### src/core/intc_cfg_params.svh
/*
 Register map, field positions and reset values of the interrupt
 global configuration block.
 Assumes: included by bare name from the package and the core files.
*/
`ifndef INTC_CFG_PARAMS_SVH
`define INTC_CFG_PARAMS_SVH

// Byte addresses on the register bus, bits [7:0] of the address
`define ICC_ADR_CTRL         8'h00
`define ICC_ADR_STATUS       8'h04
`define ICC_ADR_MASK         8'h08

// Field positions of the global control register
`define ICC_BIT_SHADOW       16
`define ICC_BIT_VMODE        12
`define ICC_TPC_MSB          10
`define ICC_TPC_LSB          8
`define ICC_EDGE_MSB         4
`define ICC_EDGE_LSB         0

// Implemented bits of the control register
`define ICC_CTRL_WMASK       32'h0001_171F
`define ICC_CTRL_RESET       32'h0000_0000

// Status and mask layout: [4:0] external edges, [5] proximity start
`define ICC_EVT_W            6
`define ICC_EVT_PROX         5
`define ICC_STATUS_RESET     6'h00
`define ICC_MASK_RESET       6'h00

// Proximity threshold codes
`define ICC_TPC_OFF          3'h0
`define ICC_TPC_ONLY1        3'h1

`endif

### src/core/intc_cfg_pkg.sv
/*
 Types shared by the interrupt global configuration block.
 Assumes: intc_cfg_params.svh is on the include path.
*/
`include "intc_cfg_params.svh"

package intc_cfg_pkg;

   // Writable fields of the global control register
   typedef struct packed {
      logic       single_vector_shadow_select;
      logic       vector_mode_select;
      logic [2:0] proximity_threshold;
      logic [4:0] ext_irq_edge_select;
   } ctrl_type;

   // Wishbone answer state, one bit so naturally Gray
   typedef enum logic [0:0] {
      WB_IDLE = 1'b0,
      WB_ACK  = 1'b1
   } wb_state_type;

endpackage : intc_cfg_pkg

### src/core/ext_edge_detect.sv
/*
 Synchronises the five external interrupt pins and reports the
 selected edge of each as a one-cycle pulse.
 Assumes: pins are asynchronous to i_core_clk; edge selects come
 from registers on the same clock.
*/
`timescale 1ns/10ps
`default_nettype none

module ext_edge_detect (
   input  wire logic       i_core_clk,
   input  wire logic       i_rst_n,
   input  wire logic [4:0] i_pin,
   input  wire logic [4:0] i_rising_sel,
   output var  logic [4:0] o_event
);

   logic [4:0] meta_ff;
   logic [4:0] sync_ff;
   logic [4:0] prev_ff;
   logic [4:0] nxt_event;

   // Edge choice per pin; a select change alone makes no edge
   assign nxt_event = (i_rising_sel & sync_ff & ~prev_ff)
                    | (~i_rising_sel & ~sync_ff & prev_ff);

   // Two-stage synchroniser, then history and pulse
   always_ff @(posedge i_core_clk or negedge i_rst_n) begin
      if (!i_rst_n) begin
         meta_ff <= 5'h00;
         sync_ff <= 5'h00;
         prev_ff <= 5'h00;
         o_event <= 5'h00;
      end else begin
         meta_ff <= i_pin;
         sync_ff <= meta_ff;
         prev_ff <= sync_ff;
         o_event <= nxt_event;
      end
   end

endmodule : ext_edge_detect

`default_nettype wire

### src/core/interrupt_control_config.sv
/*
 Global configuration of the interrupt controller: vector mode,
 shadow set choice, proximity threshold and external edge polarity,
 reached over a classic Wishbone slave, with sticky event status.
 Assumes: one 20 MHz clock; pending-request inputs come from logic on
 the same clock; external pins are asynchronous.

*/
// The register addresses and the Wishbone interface to the registers are this design's own decisions.
`timescale 1ns/10ps
`default_nettype none
`include "intc_cfg_params.svh"

module interrupt_control_config (
   input  wire logic                      i_core_clk,
   input  wire logic                      i_rst_n,
   // Wishbone classic slave
   input  wire logic                      i_wb_cyc,
   input  wire logic                      i_wb_stb,
   input  wire logic                      i_wb_we,
   input  wire logic [7:0]                i_wb_adr,
   input  wire logic [3:0]                i_wb_sel,
   input  wire logic [31:0]               i_wb_dat,
   output var  logic [31:0]               o_wb_dat,
   output var  logic                      o_wb_ack,
   // External interrupt pins
   input  wire logic [4:0]                i_ext_irq,
   // Pending request seen by the priority logic
   input  wire logic                      i_pend_valid,
   input  wire logic [2:0]                i_pend_group_priority,
   // Towards the processor core
   output var  intc_cfg_pkg::ctrl_type    o_cfg,
   output var  logic                      o_prox_start,
   output var  logic [4:0]                o_ext_irq_event,
   output var  logic                      o_irq
);

   ////////////////////////////////////////////////////////////////////
   // Declarations

   intc_cfg_pkg::wb_state_type state_ff;
   intc_cfg_pkg::wb_state_type nxt_state;
   intc_cfg_pkg::ctrl_type     nxt_cfg;

   // Reset word kept whole so every field's reset comes from one constant
   localparam logic [31:0] ctrl_rst_word = `ICC_CTRL_RESET;

   logic [`ICC_EVT_W-1:0] status_ff;
   logic [`ICC_EVT_W-1:0] nxt_status;
   logic [`ICC_EVT_W-1:0] mask_ff;
   logic [`ICC_EVT_W-1:0] nxt_mask;
   logic [`ICC_EVT_W-1:0] events;
   logic [4:0]            edge_event;
   logic [31:0]           nxt_rd_data;
   logic [31:0]           ctrl_word;
   logic [31:0]           ctrl_merged;
   logic [31:0]           mask_merged;
   logic [31:0]           w1c_bits;
   logic                  req;
   logic                  wr_commit;
   logic                  wr_ctrl;
   logic                  wr_status;
   logic                  wr_mask;
   logic                  hit_ctrl;
   logic                  hit_status;
   logic                  hit_mask;
   logic                  prox_hit;
   logic                  nxt_prox_start;
   logic                  nxt_irq;

   ////////////////////////////////////////////////////////////////////
   // Functions

   // Byte-lane merge of a write into a stored word
   function automatic logic [31:0] lane_merge(input logic [31:0] old_w,
                                              input logic [31:0] new_w,
                                              input logic [3:0]  sel);
      logic [31:0] res;
      res = old_w;
      for (int b = 0; b < 4; b++) begin
         if (sel[b]) begin
            res[8*b +: 8] = new_w[8*b +: 8];
         end
      end
      return res;
   endfunction : lane_merge

   // Control fields placed at their word positions
   function automatic logic [31:0] ctrl_to_word(input intc_cfg_pkg::ctrl_type c);
      logic [31:0] w;
      w = 32'h0000_0000;
      w[`ICC_BIT_SHADOW]              = c.single_vector_shadow_select;
      w[`ICC_BIT_VMODE]               = c.vector_mode_select;
      w[`ICC_TPC_MSB:`ICC_TPC_LSB]    = c.proximity_threshold;
      w[`ICC_EDGE_MSB:`ICC_EDGE_LSB]  = c.ext_irq_edge_select;
      return w;
   endfunction : ctrl_to_word

   ////////////////////////////////////////////////////////////////////
   // Bus decode

   // Request, decode and commit strobe
   assign req        = i_wb_cyc & i_wb_stb;
   assign hit_ctrl   = (i_wb_adr == `ICC_ADR_CTRL);
   assign hit_status = (i_wb_adr == `ICC_ADR_STATUS);
   assign hit_mask   = (i_wb_adr == `ICC_ADR_MASK);
   // Writes land on the edge where ack is seen, matching the master
   assign wr_commit  = req & i_wb_we & (state_ff == intc_cfg_pkg::WB_ACK);
   assign wr_ctrl    = wr_commit & hit_ctrl;
   assign wr_status  = wr_commit & hit_status;
   assign wr_mask    = wr_commit & hit_mask;

   // Answer one cycle after the request, drop the cycle after
   assign nxt_state = (req && state_ff == intc_cfg_pkg::WB_IDLE) ?
                      intc_cfg_pkg::WB_ACK : intc_cfg_pkg::WB_IDLE;

   ////////////////////////////////////////////////////////////////////
   // Control register

   // Only implemented bits survive a write
   assign ctrl_word   = ctrl_to_word(o_cfg);
   assign ctrl_merged = lane_merge(ctrl_word, i_wb_dat, i_wb_sel)
                      & `ICC_CTRL_WMASK;
   assign nxt_cfg.single_vector_shadow_select =
      wr_ctrl ? ctrl_merged[`ICC_BIT_SHADOW] : o_cfg.single_vector_shadow_select;
   assign nxt_cfg.vector_mode_select =
      wr_ctrl ? ctrl_merged[`ICC_BIT_VMODE] : o_cfg.vector_mode_select;
   assign nxt_cfg.proximity_threshold =
      wr_ctrl ? ctrl_merged[`ICC_TPC_MSB:`ICC_TPC_LSB] : o_cfg.proximity_threshold;
   assign nxt_cfg.ext_irq_edge_select =
      wr_ctrl ? ctrl_merged[`ICC_EDGE_MSB:`ICC_EDGE_LSB]
              : o_cfg.ext_irq_edge_select;

   // Reset leaves single-vector, no shadow, timer off, falling edges
   always_ff @(posedge i_core_clk or negedge i_rst_n) begin
      if (!i_rst_n) begin
         o_cfg <= {ctrl_rst_word[`ICC_BIT_SHADOW], ctrl_rst_word[`ICC_BIT_VMODE],
                   ctrl_rst_word[`ICC_TPC_MSB:`ICC_TPC_LSB],
                   ctrl_rst_word[`ICC_EDGE_MSB:`ICC_EDGE_LSB]};
      end else begin
         o_cfg <= nxt_cfg;
      end
   end

   ////////////////////////////////////////////////////////////////////
   // Proximity threshold compare

   // Priority 0 never qualifies; code 0 disables, code 1 admits only 1
   assign prox_hit = (o_cfg.proximity_threshold != `ICC_TPC_OFF)
                   && (i_pend_group_priority != 3'h0)
                   && (i_pend_group_priority <= o_cfg.proximity_threshold);
   assign nxt_prox_start = i_pend_valid & prox_hit;

   ////////////////////////////////////////////////////////////////////
   // External edge detection

   // Polarity per pin comes straight from the control register
   ext_edge_detect u_edge (
      .i_core_clk   (i_core_clk),
      .i_rst_n      (i_rst_n),
      .i_pin        (i_ext_irq),
      .i_rising_sel (o_cfg.ext_irq_edge_select),
      .o_event      (edge_event)
   );

   ////////////////////////////////////////////////////////////////////
   // Event status and mask

   // Event set wins over a same-cycle write-one clear
   assign events      = {o_prox_start, edge_event};
   assign w1c_bits    = wr_status ? lane_merge(32'h0000_0000, i_wb_dat, i_wb_sel)
                                  : 32'h0000_0000;
   assign nxt_status  = (status_ff & ~w1c_bits[`ICC_EVT_W-1:0]) | events;
   assign mask_merged = lane_merge({26'h000_0000, mask_ff}, i_wb_dat, i_wb_sel);
   assign nxt_mask    = wr_mask ? mask_merged[`ICC_EVT_W-1:0] : mask_ff;
   // Registered level, one cycle behind the status it reflects
   assign nxt_irq     = |(status_ff & mask_ff);

   // Read mux, zero for unmapped addresses and unimplemented bits
   assign nxt_rd_data = hit_ctrl   ? ctrl_word :
                        hit_status ? {26'h000_0000, status_ff} :
                        hit_mask   ? {26'h000_0000, mask_ff} :
                                     32'h0000_0000;

   ////////////////////////////////////////////////////////////////////
   // Bus answer, status and output registers

   // Wishbone handshake and read capture
   always_ff @(posedge i_core_clk or negedge i_rst_n) begin
      if (!i_rst_n) begin
         state_ff <= intc_cfg_pkg::WB_IDLE;
         o_wb_ack <= 1'b0;
         o_wb_dat <= 32'h0000_0000;
      end else begin
         state_ff <= nxt_state;
         o_wb_ack <= (nxt_state == intc_cfg_pkg::WB_ACK);
         o_wb_dat <= (nxt_state == intc_cfg_pkg::WB_ACK) ? nxt_rd_data
                                                         : 32'h0000_0000;
      end
   end

   // Sticky status, mask and event outputs
   always_ff @(posedge i_core_clk or negedge i_rst_n) begin
      if (!i_rst_n) begin
         status_ff       <= `ICC_STATUS_RESET;
         mask_ff         <= `ICC_MASK_RESET;
         o_prox_start    <= 1'b0;
         o_ext_irq_event <= 5'h00;
         o_irq           <= 1'b0;
      end else begin
         status_ff       <= nxt_status;
         mask_ff         <= nxt_mask;
         o_prox_start    <= nxt_prox_start;
         o_ext_irq_event <= edge_event;
         o_irq           <= nxt_irq;
      end
   end

   ////////////////////////////////////////////////////////////////////
   // Assertions

   // Shadow select follows bit 16 of a committed write
   property p_shadow_write;
      @(posedge i_core_clk) disable iff (!i_rst_n)
      (wr_ctrl && i_wb_sel[2]) |=>
         (o_cfg.single_vector_shadow_select == $past(i_wb_dat[16]));
   endproperty
   a_shadow_write: assert property (p_shadow_write)
      else $error("shadow select did not take bit 16");

   // Vector mode follows bit 12 and holds without a write
   property p_vmode_write;
      @(posedge i_core_clk) disable iff (!i_rst_n)
      (wr_ctrl && i_wb_sel[1]) |=>
         (o_cfg.vector_mode_select == $past(i_wb_dat[12]))
         ##1 ($past(wr_ctrl) || $stable(o_cfg.vector_mode_select));
   endproperty
   a_vmode_write: assert property (p_vmode_write)
      else $error("vector mode did not follow bit 12");

   // Qualifying priority at threshold 2..7 starts the timer next cycle
   property p_prox_window;
      @(posedge i_core_clk) disable iff (!i_rst_n)
      (i_pend_valid && o_cfg.proximity_threshold >= 3'h2
       && i_pend_group_priority != 3'h0
       && i_pend_group_priority <= o_cfg.proximity_threshold)
      |=> o_prox_start ##1 status_ff[`ICC_EVT_PROX];
   endproperty
   a_prox_window: assert property (p_prox_window)
      else $error("qualifying priority missed proximity start");

   // Priority above threshold never starts the timer
   property p_prox_above;
      @(posedge i_core_clk) disable iff (!i_rst_n)
      (i_pend_group_priority > o_cfg.proximity_threshold) |=> !o_prox_start;
   endproperty
   a_prox_above: assert property (p_prox_above)
      else $error("priority above threshold started timer");

   // Threshold one admits priority 1 only
   property p_prox_only1;
      @(posedge i_core_clk) disable iff (!i_rst_n)
      (o_cfg.proximity_threshold == `ICC_TPC_ONLY1 && i_pend_valid)
      |=> (o_prox_start == ($past(i_pend_group_priority) == 3'h1));
   endproperty
   a_prox_only1: assert property (p_prox_only1)
      else $error("threshold one misjudged priority");

   // Threshold zero: no start at all
   property p_prox_off;
      @(posedge i_core_clk) disable iff (!i_rst_n)
      (o_cfg.proximity_threshold == `ICC_TPC_OFF) |=> !o_prox_start;
   endproperty
   a_prox_off: assert property (p_prox_off)
      else $error("disabled timer was started");

   // Edge selects follow the low byte of a committed write
   property p_edge_write;
      @(posedge i_core_clk) disable iff (!i_rst_n)
      (wr_ctrl && i_wb_sel[0]) |=>
         (o_cfg.ext_irq_edge_select == $past(i_wb_dat[4:0]));
   endproperty
   a_edge_write: assert property (p_edge_write)
      else $error("edge select did not follow write");

   // Reserved control bits read back as zero
   property p_reserved_zero;
      @(posedge i_core_clk) disable iff (!i_rst_n)
      (req && !i_wb_we && hit_ctrl && state_ff == intc_cfg_pkg::WB_IDLE)
      |=> o_wb_ack && ((o_wb_dat & ~`ICC_CTRL_WMASK) == 32'h0000_0000);
   endproperty
   a_reserved_zero: assert property (p_reserved_zero)
      else $error("reserved control bit read nonzero");

   // Control fields cleared right after reset release
   property p_reset_clear;
      @(posedge i_core_clk) disable iff (!i_rst_n)
      $rose(i_rst_n) |-> (ctrl_word == `ICC_CTRL_RESET)
                         && (status_ff == `ICC_STATUS_RESET);
   endproperty
   a_reset_clear: assert property (p_reset_clear)
      else $error("control not cleared by reset");

   // Ack is a single-cycle pulse and follows a request
   property p_ack_pulse;
      @(posedge i_core_clk) disable iff (!i_rst_n)
      o_wb_ack |-> $past(req) ##1 !o_wb_ack;
   endproperty
   a_ack_pulse: assert property (p_ack_pulse)
      else $error("ack not a one-cycle answer");

   // Interrupt line tracks masked status one cycle later
   property p_irq_level;
      @(posedge i_core_clk) disable iff (!i_rst_n)
      ##1 (o_irq == |($past(status_ff) & $past(mask_ff)));
   endproperty
   a_irq_level: assert property (p_irq_level)
      else $error("interrupt line disagrees with status");

   // Every event lands in status; a lost set would hide an interrupt
   property p_status_sticky;
      @(posedge i_core_clk) disable iff (!i_rst_n)
      (|events) |=> ((status_ff & $past(events)) == $past(events));
   endproperty
   a_status_sticky: assert property (p_status_sticky)
      else $error("event did not set its status bit");

   // Writing one clears the proximity status bit when no new event
   property p_w1c_clear;
      @(posedge i_core_clk) disable iff (!i_rst_n)
      (wr_status && i_wb_sel[0] && i_wb_dat[`ICC_EVT_PROX]
       && !events[`ICC_EVT_PROX]) |=> !status_ff[`ICC_EVT_PROX];
   endproperty
   a_w1c_clear: assert property (p_w1c_clear)
      else $error("write-one did not clear status");

   // Mask follows the low byte of a committed write
   property p_mask_write;
      @(posedge i_core_clk) disable iff (!i_rst_n)
      (wr_mask && i_wb_sel[0]) |=>
         (mask_ff == $past(i_wb_dat[`ICC_EVT_W-1:0]));
   endproperty
   a_mask_write: assert property (p_mask_write)
      else $error("mask did not follow write");

endmodule : interrupt_control_config

`default_nettype wire

### config.mk
export PLATFORM = sky130hd
export DESIGN_NAME = interrupt_control_config
export DESIGN_NICKNAME = d
export VERILOG_FILES = /design/src/core/intc_cfg_pkg.sv /design/src/core/ext_edge_detect.sv /design/src/core/interrupt_control_config.sv
export VERILOG_INCLUDE_DIRS = /design/src /design/src/core
export SDC_FILE = /design/constraint.sdc
export NUM_CORES = 1
export LEC_CHECK = 0
export BUFFER_PORTS_ARGS = -buffer_cell sky130_fd_sc_hd__buf_2
export CAP_MARGIN = 20
export CELL_PAD_IN_SITES_DETAIL_PLACEMENT = 1
export CELL_PAD_IN_SITES_GLOBAL_PLACEMENT = 1
export CORE_UTILIZATION = 33
export DETAILED_ROUTE_END_ITERATION = 7
export GPL_ROUTABILITY_DRIVEN = 0
export HOLD_SLACK_MARGIN = 0.15
export PLACE_DENSITY_LB_ADDON = 0.2
export SKIP_CTS_REPAIR_TIMING = 1
export SYNTH_ARGS = -nofsm -noshare
export SYNTH_HDL_FRONTEND = slang
export SYNTH_SLANG_ARGS = --single-unit
### constraint.sdc
create_clock -name i_core_clk -period 3.4 [get_ports i_core_clk]
set_input_delay 0.85 -clock i_core_clk [delete_from_list [all_inputs] [get_ports i_core_clk]]
set_output_delay 0.85 -clock i_core_clk [all_outputs]
set_load 0.05 [all_outputs]
== After elaboration in Yosys (flattened, before gate mapping) ==
Cells that the tools add are included.
Cells by class
  mux-type cells: 7
  order comparisons: 1
  bitwise operators: 20
  eq/ne operators: 2
  reductions and logical operators: 11
Operators with widths (count)
  $mux W17: 2
  $mux W6: 4
  $and A5 B5 Y5: 4
  $not A5 Y5: 3
  $and A6 B6 Y6: 2
  $eq A8 B3 Y1 const B: 1
  $eq A8 B4 Y1 const B: 1
  $logic_not A8 Y1: 1
  $reduce_and A2 Y1: 4
  $and A1 B1 Y1: 7
  $not A6 Y6: 1
  $or A6 B6 Y6: 1
  $reduce_bool A3 Y1: 2
  $reduce_or A6 Y1: 1
  $or A5 B5 Y5: 1
  $le A3 B3 Y1: 1
  $logic_and A1 B1 Y1: 3
  $mux W1: 1
  $not A1 Y1: 1
Storage, ports and cells
  register bits after elaboration: 67
  input bits: 58
  word-level logic and storage cells: 56
  output and inout port bits: 50

== Logic depth before layout (Yosys ltp) ==
Gate-level depths: netlist (run 1).
  depth in word-level cells: 8
  depth in mapped cells: 6
  mapped depth without buffers: 6

== By module ==
A second synthesis (run 1) with hierarchy kept.
Second synthesis, totals
  cells, all modules: 204
  area, all modules: 2457.4 um2
Modules (own cells, without submodules)
  interrupt_control_config: cells an instance 169, area an instance 1869.3 um2, times used 1, sequential area each 1026.0 um2
  ext_edge_detect: cells an instance 35, area an instance 588.1 um2, times used 1, sequential area each 500.5 um2

== Least setup slack after synthesis (run 1) ==
No wires, ideal clock.
  path kind: in2reg
  start point: input port i_wb_adr[1]
  end point: register o_cfg[0] (netlist name)
  data required time: 3.275 ns
  setup time: 0.125 ns
  arrival: 2.306 ns
  path buffers: 2
  cell stages on the path: 5
  slack: 0.969 ns
  cells stage by stage: or4_1 -> buf_2 -> or3_1 -> buf_6 -> mux2_4
On the way
  longest elaborated chain between the ends: 3
Ends and longest elaborated chain
  start, declared: line interrupt_control_config.sv:21  | input wire logic [7:0] i_wb_adr,
  $logic_not A8 Y1 (no source line)
  $and A1 B1 Y1: line interrupt_control_config.sv:109  | assign wr_ctrl = wr_commit & hit_ctrl;
  $reduce_and A2 Y1 (no source line)
  end signal, assigned: line interrupt_control_config.sv:137  | o_cfg <= {ctrl_rst_word[`ICC_BIT_SHADOW], ctrl_rst_word[`ICC_BIT_VMODE],
  end signal, assigned: line interrupt_control_config.sv:141  | o_cfg <= nxt_cfg;
  end, declared: line interrupt_control_config.sv:32  | output var intc_cfg_pkg::ctrl_type o_cfg,
No other way between the ends.
A chain may end at the register's enable or synchronous reset.

== Final worst setup path (run 1) ==
  start point: input port i_wb_adr[1]
  end point: register o_cfg[2] (netlist name)
Same word-level chain as after synthesis.

==> impl_metrics.tcl, run 1 <==
set metrics [dict create \
    fin_area_um2 3030 \
    synth.area.top_cells "dfrtp_1 (63%), buf_4 (6.5%), mux2_2 (5.1%), mux2_4 (3.1%), nor2_1 (2.9%)" \
    synth-simple-area-share 0.124 \
    synth_area_um2 2440 \
    first_iter_violations 67 \
    grt_max_degree 31 \
    layout.cells.non_filler 379 \
    crit_path_max_fanout 8 \
    timing_hold_violations_final 0 \
    run_status "finished clean" \
    seq_area_um2 1530 \
    grt_usage 0.151 \
    cts_sinks 61 \
    synth_edf_count 0 \
    dp_cells 363 \
    antenna_cells 0 \
    synth_common_cells "dfrtp_1 (61), buf_4 (21), nor2_1 (19)" \
    ys_seq_elements 61 \
    avgRoutedWirePerCell_um 13.6 \
    setup_viol 0 \
    synth_mux_area_frac 0.0815 \
    cp.arrival_ns 2.60 \
    yosys.area.top_type "dfrtp_1" \
    clk_latency_ns 0.34 \
    crit_chain "buf_2 > or4_1 > or3_1 > mux2_4" \
    rsz0062_at_grt "false" \
    die-area_um2 7740 \
    drt_wl_total_mm 5.17 \
    cp.required_ns 3.62 \
    drv_slew 0 \
    syn_inst 203 \
    detail-route-antenna-nets 0 \
    start_util 0.350 \
    irDropWorstVdd_mv 0.329 \
    ys.flop_type "dfrtp_1" \
    multi_input_area_um2 771 \
    synth_top_area_share 0.625 \
    cts_root_buffer "clkbuf_8" \
    placed_area_um2 2810 \
    power_mw 1.60 \
    rows 30 \
    synthAdderAreaFrac 0.0154 \
    cts_buffers 9 \
    slew_headroom 0.577 \
    yosysUniqueCellTypes 29 \
    fin_crit_sh 0.701 \
    vias_per_cell 4.52 \
    fillers 798 \
    synth-xor-area-share 0 \
    drive_gt1_frac 0.350 \
    setup-tns-final_ns 0 \
    port-buffer-count 64 \
    cp_slowest_cell "or4_1" \
    drc 0 \
    core-area_um2 6980 \
    critPathCaptureType "register" \
    fin_crit_ns 2.38 \
    grt_overflow 0 \
    synth_warnings 0 \
    path_buf_inv 1 \
    synth-compound-area-share 0.0630 \
    cp-start-kind "input pin" \
    fin_nets 339 \
    synthToLayoutAreaGrowth_pct 24.1 \
    grt_first_pass_wirelength_mm 8.49 \
    die_w_um 88.0 \
    p_leak_nw 1.58 \
    worst-setup-path-type "input pin to register" \
    vias 1714 \
    cts_tree "built" \
    antenna_found_initial 0 \
    clk_pin_slew_ns 0.06 \
    critPathTopFamily "simple AND/OR/NAND/NOR gates" \
    synth_top_family_by_area "simple AND/OR/NAND/NOR gates" \
    p_per_area_nw_per_um2 527 \
    setup_slack_ns 1.02 \
    htreeDepth 3 \
    tightestPinTransition_ns 0.629 \
    min_path_type "register to register" \
    grt_pass1_vias 1716 \
    clock_skew_ns 0.00979 \
    pin_count 108 \
    maxCapViolations 0 \
    drtPass1Iterations 6 \
    fmax_mhz 419 \
    die_h_um 88.0 \
    avgSynthCellArea_um2 12.0 \
    pre_cts_ws_ns 0.639 \
    cts_max_path_buffers 2 \
    yosysMostFrequentCell "dfrtp_1" \
    dpl.hpwl_mm 3.85 \
    slowest_delay_ns 0.70 \
    async_flop_share 1.00 \
    yosysSeqAreaShare 0.625 \
]
==> through the flow <==
| step | hold slack (ns) | utilization |
|---|---|---|
| after floorplan | 0.331 | - |
| after global placement | 0.334 | 0.402 |
| after detailed placement | 0.336 | 0.402 |
| after CTS | 0.353 | 0.434 |
| after global routing | 0.358 | 0.434 |
| final | 0.349 | 0.434 |
==> registers in the layout, summed over array words and instances, names as in the netlist <==
name,flops
o_irq,1
o_cfg,10
mask_ff,6
status_ff,6
u_edge.sync_ff,5
state_ff,1
u_edge.o_event,5
o_wb_dat,11
o_ext_irq_event,5
u_edge.prev_ff,5
u_edge.meta_ff,5
o_prox_start,1
==> per-layer routing <==
layer / routed length (µm) / global-route usage / vias up / part of all wire
li1: - / - / 800 / -
met2: 2380 / 0.231 / 75 / 0.46
met4: 104 / 0.0805 / 0 / 0.020
met5: 0 / 0 / - / 0
met1: 2290 / 0.193 / 829 / 0.44
met3: 395 / 0.0462 / 10 / 0.076
==> cells in the final DEF, fill, tap and decap left out, types with 2 or more instances in the layout <==
| master | Yosys | routed |
|---|---|---|
| mux2_2 | 11 | 11 |
| clkinv_2 | 0 | 2 |
| a31oi_1 | 7 | 7 |
| mux2_4 | 5 | 5 |
| nor2b_1 | 5 | 5 |
| bufinv_16 | 0 | 2 |
| inv_1 | 12 | 12 |
| and2_1 | 5 | 5 |
| o21ai_0 | 6 | 6 |
| buf_2 | 1 | 64 |
| nor2_1 | 19 | 19 |
| nor3_1 | 8 | 8 |
| clkbuf_8 | 0 | 10 |
| ha_1 | 3 | 3 |
| o22ai_1 | 4 | 4 |
| nand3_1 | 4 | 4 |
| nand2_1 | 14 | 14 |
| dfrtp_1 | 61 | 61 |
| conb_1 | 1 | 21 |
| a22oi_1 | 3 | 3 |
| buf_4 | 21 | 3 |
| or4_1 | 2 | 2 |
| nor4_1 | 2 | 2 |
==> cells by family after synthesis <==
kind of cell	after synthesis
and+or+nand+nor	63
DFF	61
buffers and inverters	35
AOI/OAI and AO/OA	24
muxes	16
adders and majority gates	3
other	1
==> layout make-up <==
type / instances / area share
multi-input combinational: 127 / 0.254
tap: 96 / 0.0397
clock inverter: 6 / 0.0285
inverter: 12 / 0.0149
clock buffer: 10 / 0.0454
timing repair buffer: 67 / 0.113
sequential: 61 / 0.504
==> report_power, final <==
part | switching (mW) | internal [mW] | leakage, nW
Sequential | 0.00833 | 0.742 | 0.775
Clock | 0.281 | 0.431 | 0.112
Combinational | 0.106 | 0.0277 | 0.695
==> worst paths after layout <==
check / startpoint / to / slack (ns) / depth (start not counted)
max in group asynchronous: i_rst_n / mask_ff[4]$_DFFE_PN0P_ / 2.31 / 2
hold / removal: u_edge.meta_ff[1]$_DFF_PN0_ / u_edge.sync_ff[1]$_DFF_PN0_ / 0.35 / 0
hold reg to reg: u_edge.meta_ff[1]$_DFF_PN0_ / u_edge.sync_ff[1]$_DFF_PN0_ / 0.35 / 0
setup / recovery: i_wb_adr[1] / o_cfg[2]$_DFFE_PN0P_ / 1.02 / 4
setup reg to reg: state_ff$_DFF_PN0_ / mask_ff[1]$_DFFE_PN0P_ / 1.72 / 4
min in group asynchronous: i_rst_n / o_wb_dat[5]$_DFF_PN0_ / 0.40 / 1
==> worst register-to-register path: stages (launching register included) <==
cell and delay, ns:
dfrtp_1 0.38, nand4_1 0.18, nor4b_1 0.32, nand3_1 0.30, mux2_2 0.37
No activity file was read; power rests on OpenSTA's default activity.
==> run 2: changes to the inputs <==
==> constraint.sdc (replaced) <==
create_clock -name i_core_clk -period 2.48 [get_ports i_core_clk]
set_input_delay 0.62 -clock i_core_clk [delete_from_list [all_inputs] [get_ports i_core_clk]]
set_output_delay 0.62 -clock i_core_clk [all_outputs]
set_load 0.05 [all_outputs]
==> run 2 against run 1 <==
Utilization rose by 0.14 points. Die area unchanged. Highest routed layer unchanged. Critical path depth is the same. Global-route usage decreased by 0.40 points. Critical endpoint is now o_cfg[1]$_DFFE_PN0P_. Register-to-register slack lost 0.98 ns. Clock skew decreased by 0.0021 ns. Sequential share of layout area is 0.17 points lower.
==> impl_metrics.tcl, run 2 (synthesis gave the netlist of run 1 again) <==
set metrics [dict create \
    run_status "finished clean" \
    worst-setup-path-type "input pin to register" \
    start_util 0.350 \
    maxCapViolations 0 \
    antenna_cells 0 \
    cp-start-kind "input pin" \
    cts_sinks 61 \
    whs_ns 0.284 \
    power.share.combinational 0.091 \
    grt_usage 0.147 \
    die_h_um 88.0 \
    cts_tree "built" \
    first_iter_violations 71 \
    rows 30 \
    clock_power_share 0.411 \
    htreeDepth 3 \
    cts_root_buffer "clkbuf_8" \
    vias_per_cell 4.48 \
    fin_crit_sh 0.844 \
    p_switching_mw 0.519 \
    startpoint "i_wb_adr[1]" \
    crit_path_max_fanout 5 \
    fin_nets 343 \
    clock_skew_ns 0.00769 \
    cts_buffers 9 \
    avgRoutedWirePerCell_um 13.7 \
    rsz0062_at_grt "false" \
    drv_slew 0 \
    min_path_type "input pin to asynchronous set/reset pin" \
    cp.required_ns 2.69 \
    tightestPinTransition_ns 0.575 \
    grt_overflow 0 \
    clk_pin_slew_ns 0.06 \
    drt_wl_total_mm 5.25 \
    port-buffer-count 64 \
    layout_common_cells "buf_2 (64), dfrtp_1 (61), conb_1 (21), nor2_1 (19), nand2_1 (14)" \
    irDropWorstVdd_mv 0.309 \
    r2r_cells 4 \
    largest_reg_flops 11 \
    cp.arrival_ns 2.30 \
    final_common_cell "buf_2" \
    setup-tns-final_ns 0 \
    cts_max_path_buffers 2 \
    p_leak_nw 1.60 \
    top_regs "o_wb_dat (11), o_cfg (10)" \
    seqPwrFrac 0.499 \
    grt_pass1_vias 1710 \
    synthToLayoutAreaGrowth_pct 24.5 \
    rr_endpoint "mask_ff[5]$_DFFE_PN0P_" \
    core-area_um2 6980 \
    setup_viol 0 \
    power_mw 2.06 \
    fin_crit_ns 2.09 \
    detail-route-antenna-nets 0 \
    pin_count 108 \
    critPathCaptureType "register" \
    clk_latency_ns 0.33 \
    antenna_found_initial 0 \
    drtPass1Iterations 4 \
    p_per_area_nw_per_um2 679 \
    regToRegSetupSlack_ns 0.74 \
    die-area_um2 7740 \
    vias 1717 \
    drive_gt1_frac 0.355 \
    crit_path_end "o_cfg[1]$_DFFE_PN0P_" \
    fmax_mhz 478 \
    slew_headroom 0.617 \
    timing_hold_violations_final 0 \
    internal_power_mw 1.54 \
    drc 0 \
    swShare 0.252 \
    dpl.hpwl_mm 3.91 \
    grt_first_pass_wirelength_mm 8.34 \
    die_w_um 88.0 \
    r2r_start "state_ff$_DFF_PN0_" \
    largest-register "o_wb_dat" \
    grt_max_degree 38 \
]
-- run 2: cell types whose count changed in the layout (fill, tap and decap cells not counted) --
cell	before	now
buf_12	0	1
bufinv_16	2	1
buf_4	3	6
clkinvlp_4	1	0
clkinv_2	2	4
clkbuf_1	0	1
clkinv_4	1	0
-- run 2: metal layers --
| layer | track usage | up-vias | share of wire |
|---|---|---|---|
| met5 | 0 | - | 0 |
| met4 | 0.0671 | 0 | 0.017 |
| met3 | 0.0358 | 9 | 0.054 |
| met1 | 0.186 | 841 | 0.45 |
| li1 | - | 807 | - |
| met2 | 0.240 | 60 | 0.48 |
-- run 2: power groups by stage --
stage | clock (mW) | sequential [mW] | combinational, mW
finish | 0.847 | 1.03 | 0.187
global route | 0.922 | 1.03 | 0.202
CTS | 0.873 | 1.03 | 0.189
detailed placement | 0 | 1.05 | 0.189
global placement | 0 | 1.05 | 0.185
floorplan | 0 | 1.07 | 0.119
-- run 2: worst min-delay path by stage --
stage                           startpoint                           to  slack (ns)  depth (start not counted)
2_1_floorplan                      i_rst_n       mask_ff[0]$_DFFE_PN0P_        0.32                          0
3_3_place_gp   u_edge.meta_ff[0]$_DFF_PN0_  u_edge.sync_ff[0]$_DFF_PN0_        0.33                          0
5_1_grt                            i_rst_n        o_wb_dat[8]$_DFF_PN0_        0.32                          1
6_report                           i_rst_n       o_wb_dat[10]$_DFF_PN0_        0.28                          1
4_1_cts                            i_rst_n        o_wb_dat[9]$_DFF_PN0_        0.29                          1
3_5_place_dp   u_edge.meta_ff[1]$_DFF_PN0_  u_edge.sync_ff[1]$_DFF_PN0_        0.34                          0
-- run 2: cell type report --
type	instances	area, µm²
sequential	61	1530
clock inverter	5	50.0
multi-input combinational	127	771
clock buffer	11	141
inverter	12	45.0
fill	809	3940
tap	96	120
timing repair buffer	71	385
-- run 2: worst max-delay path, stage by stage --
cell	delay, ns
buf_2	0.10
or4_1	0.62
or3_1	0.60
mux2_4	0.36
-- run 2: stage by stage --
stage	area [µm²]	setup slack, ns	utilization	cells
after floorplan	2520	0.279	-	223
after global routing	3040	0.363	0.435	383
after detailed placement	2850	0.0389	0.408	367
after global placement	2850	0.0636	0.408	367
after CTS	3040	0.388	0.435	383
final	3040	0.387	0.435	383
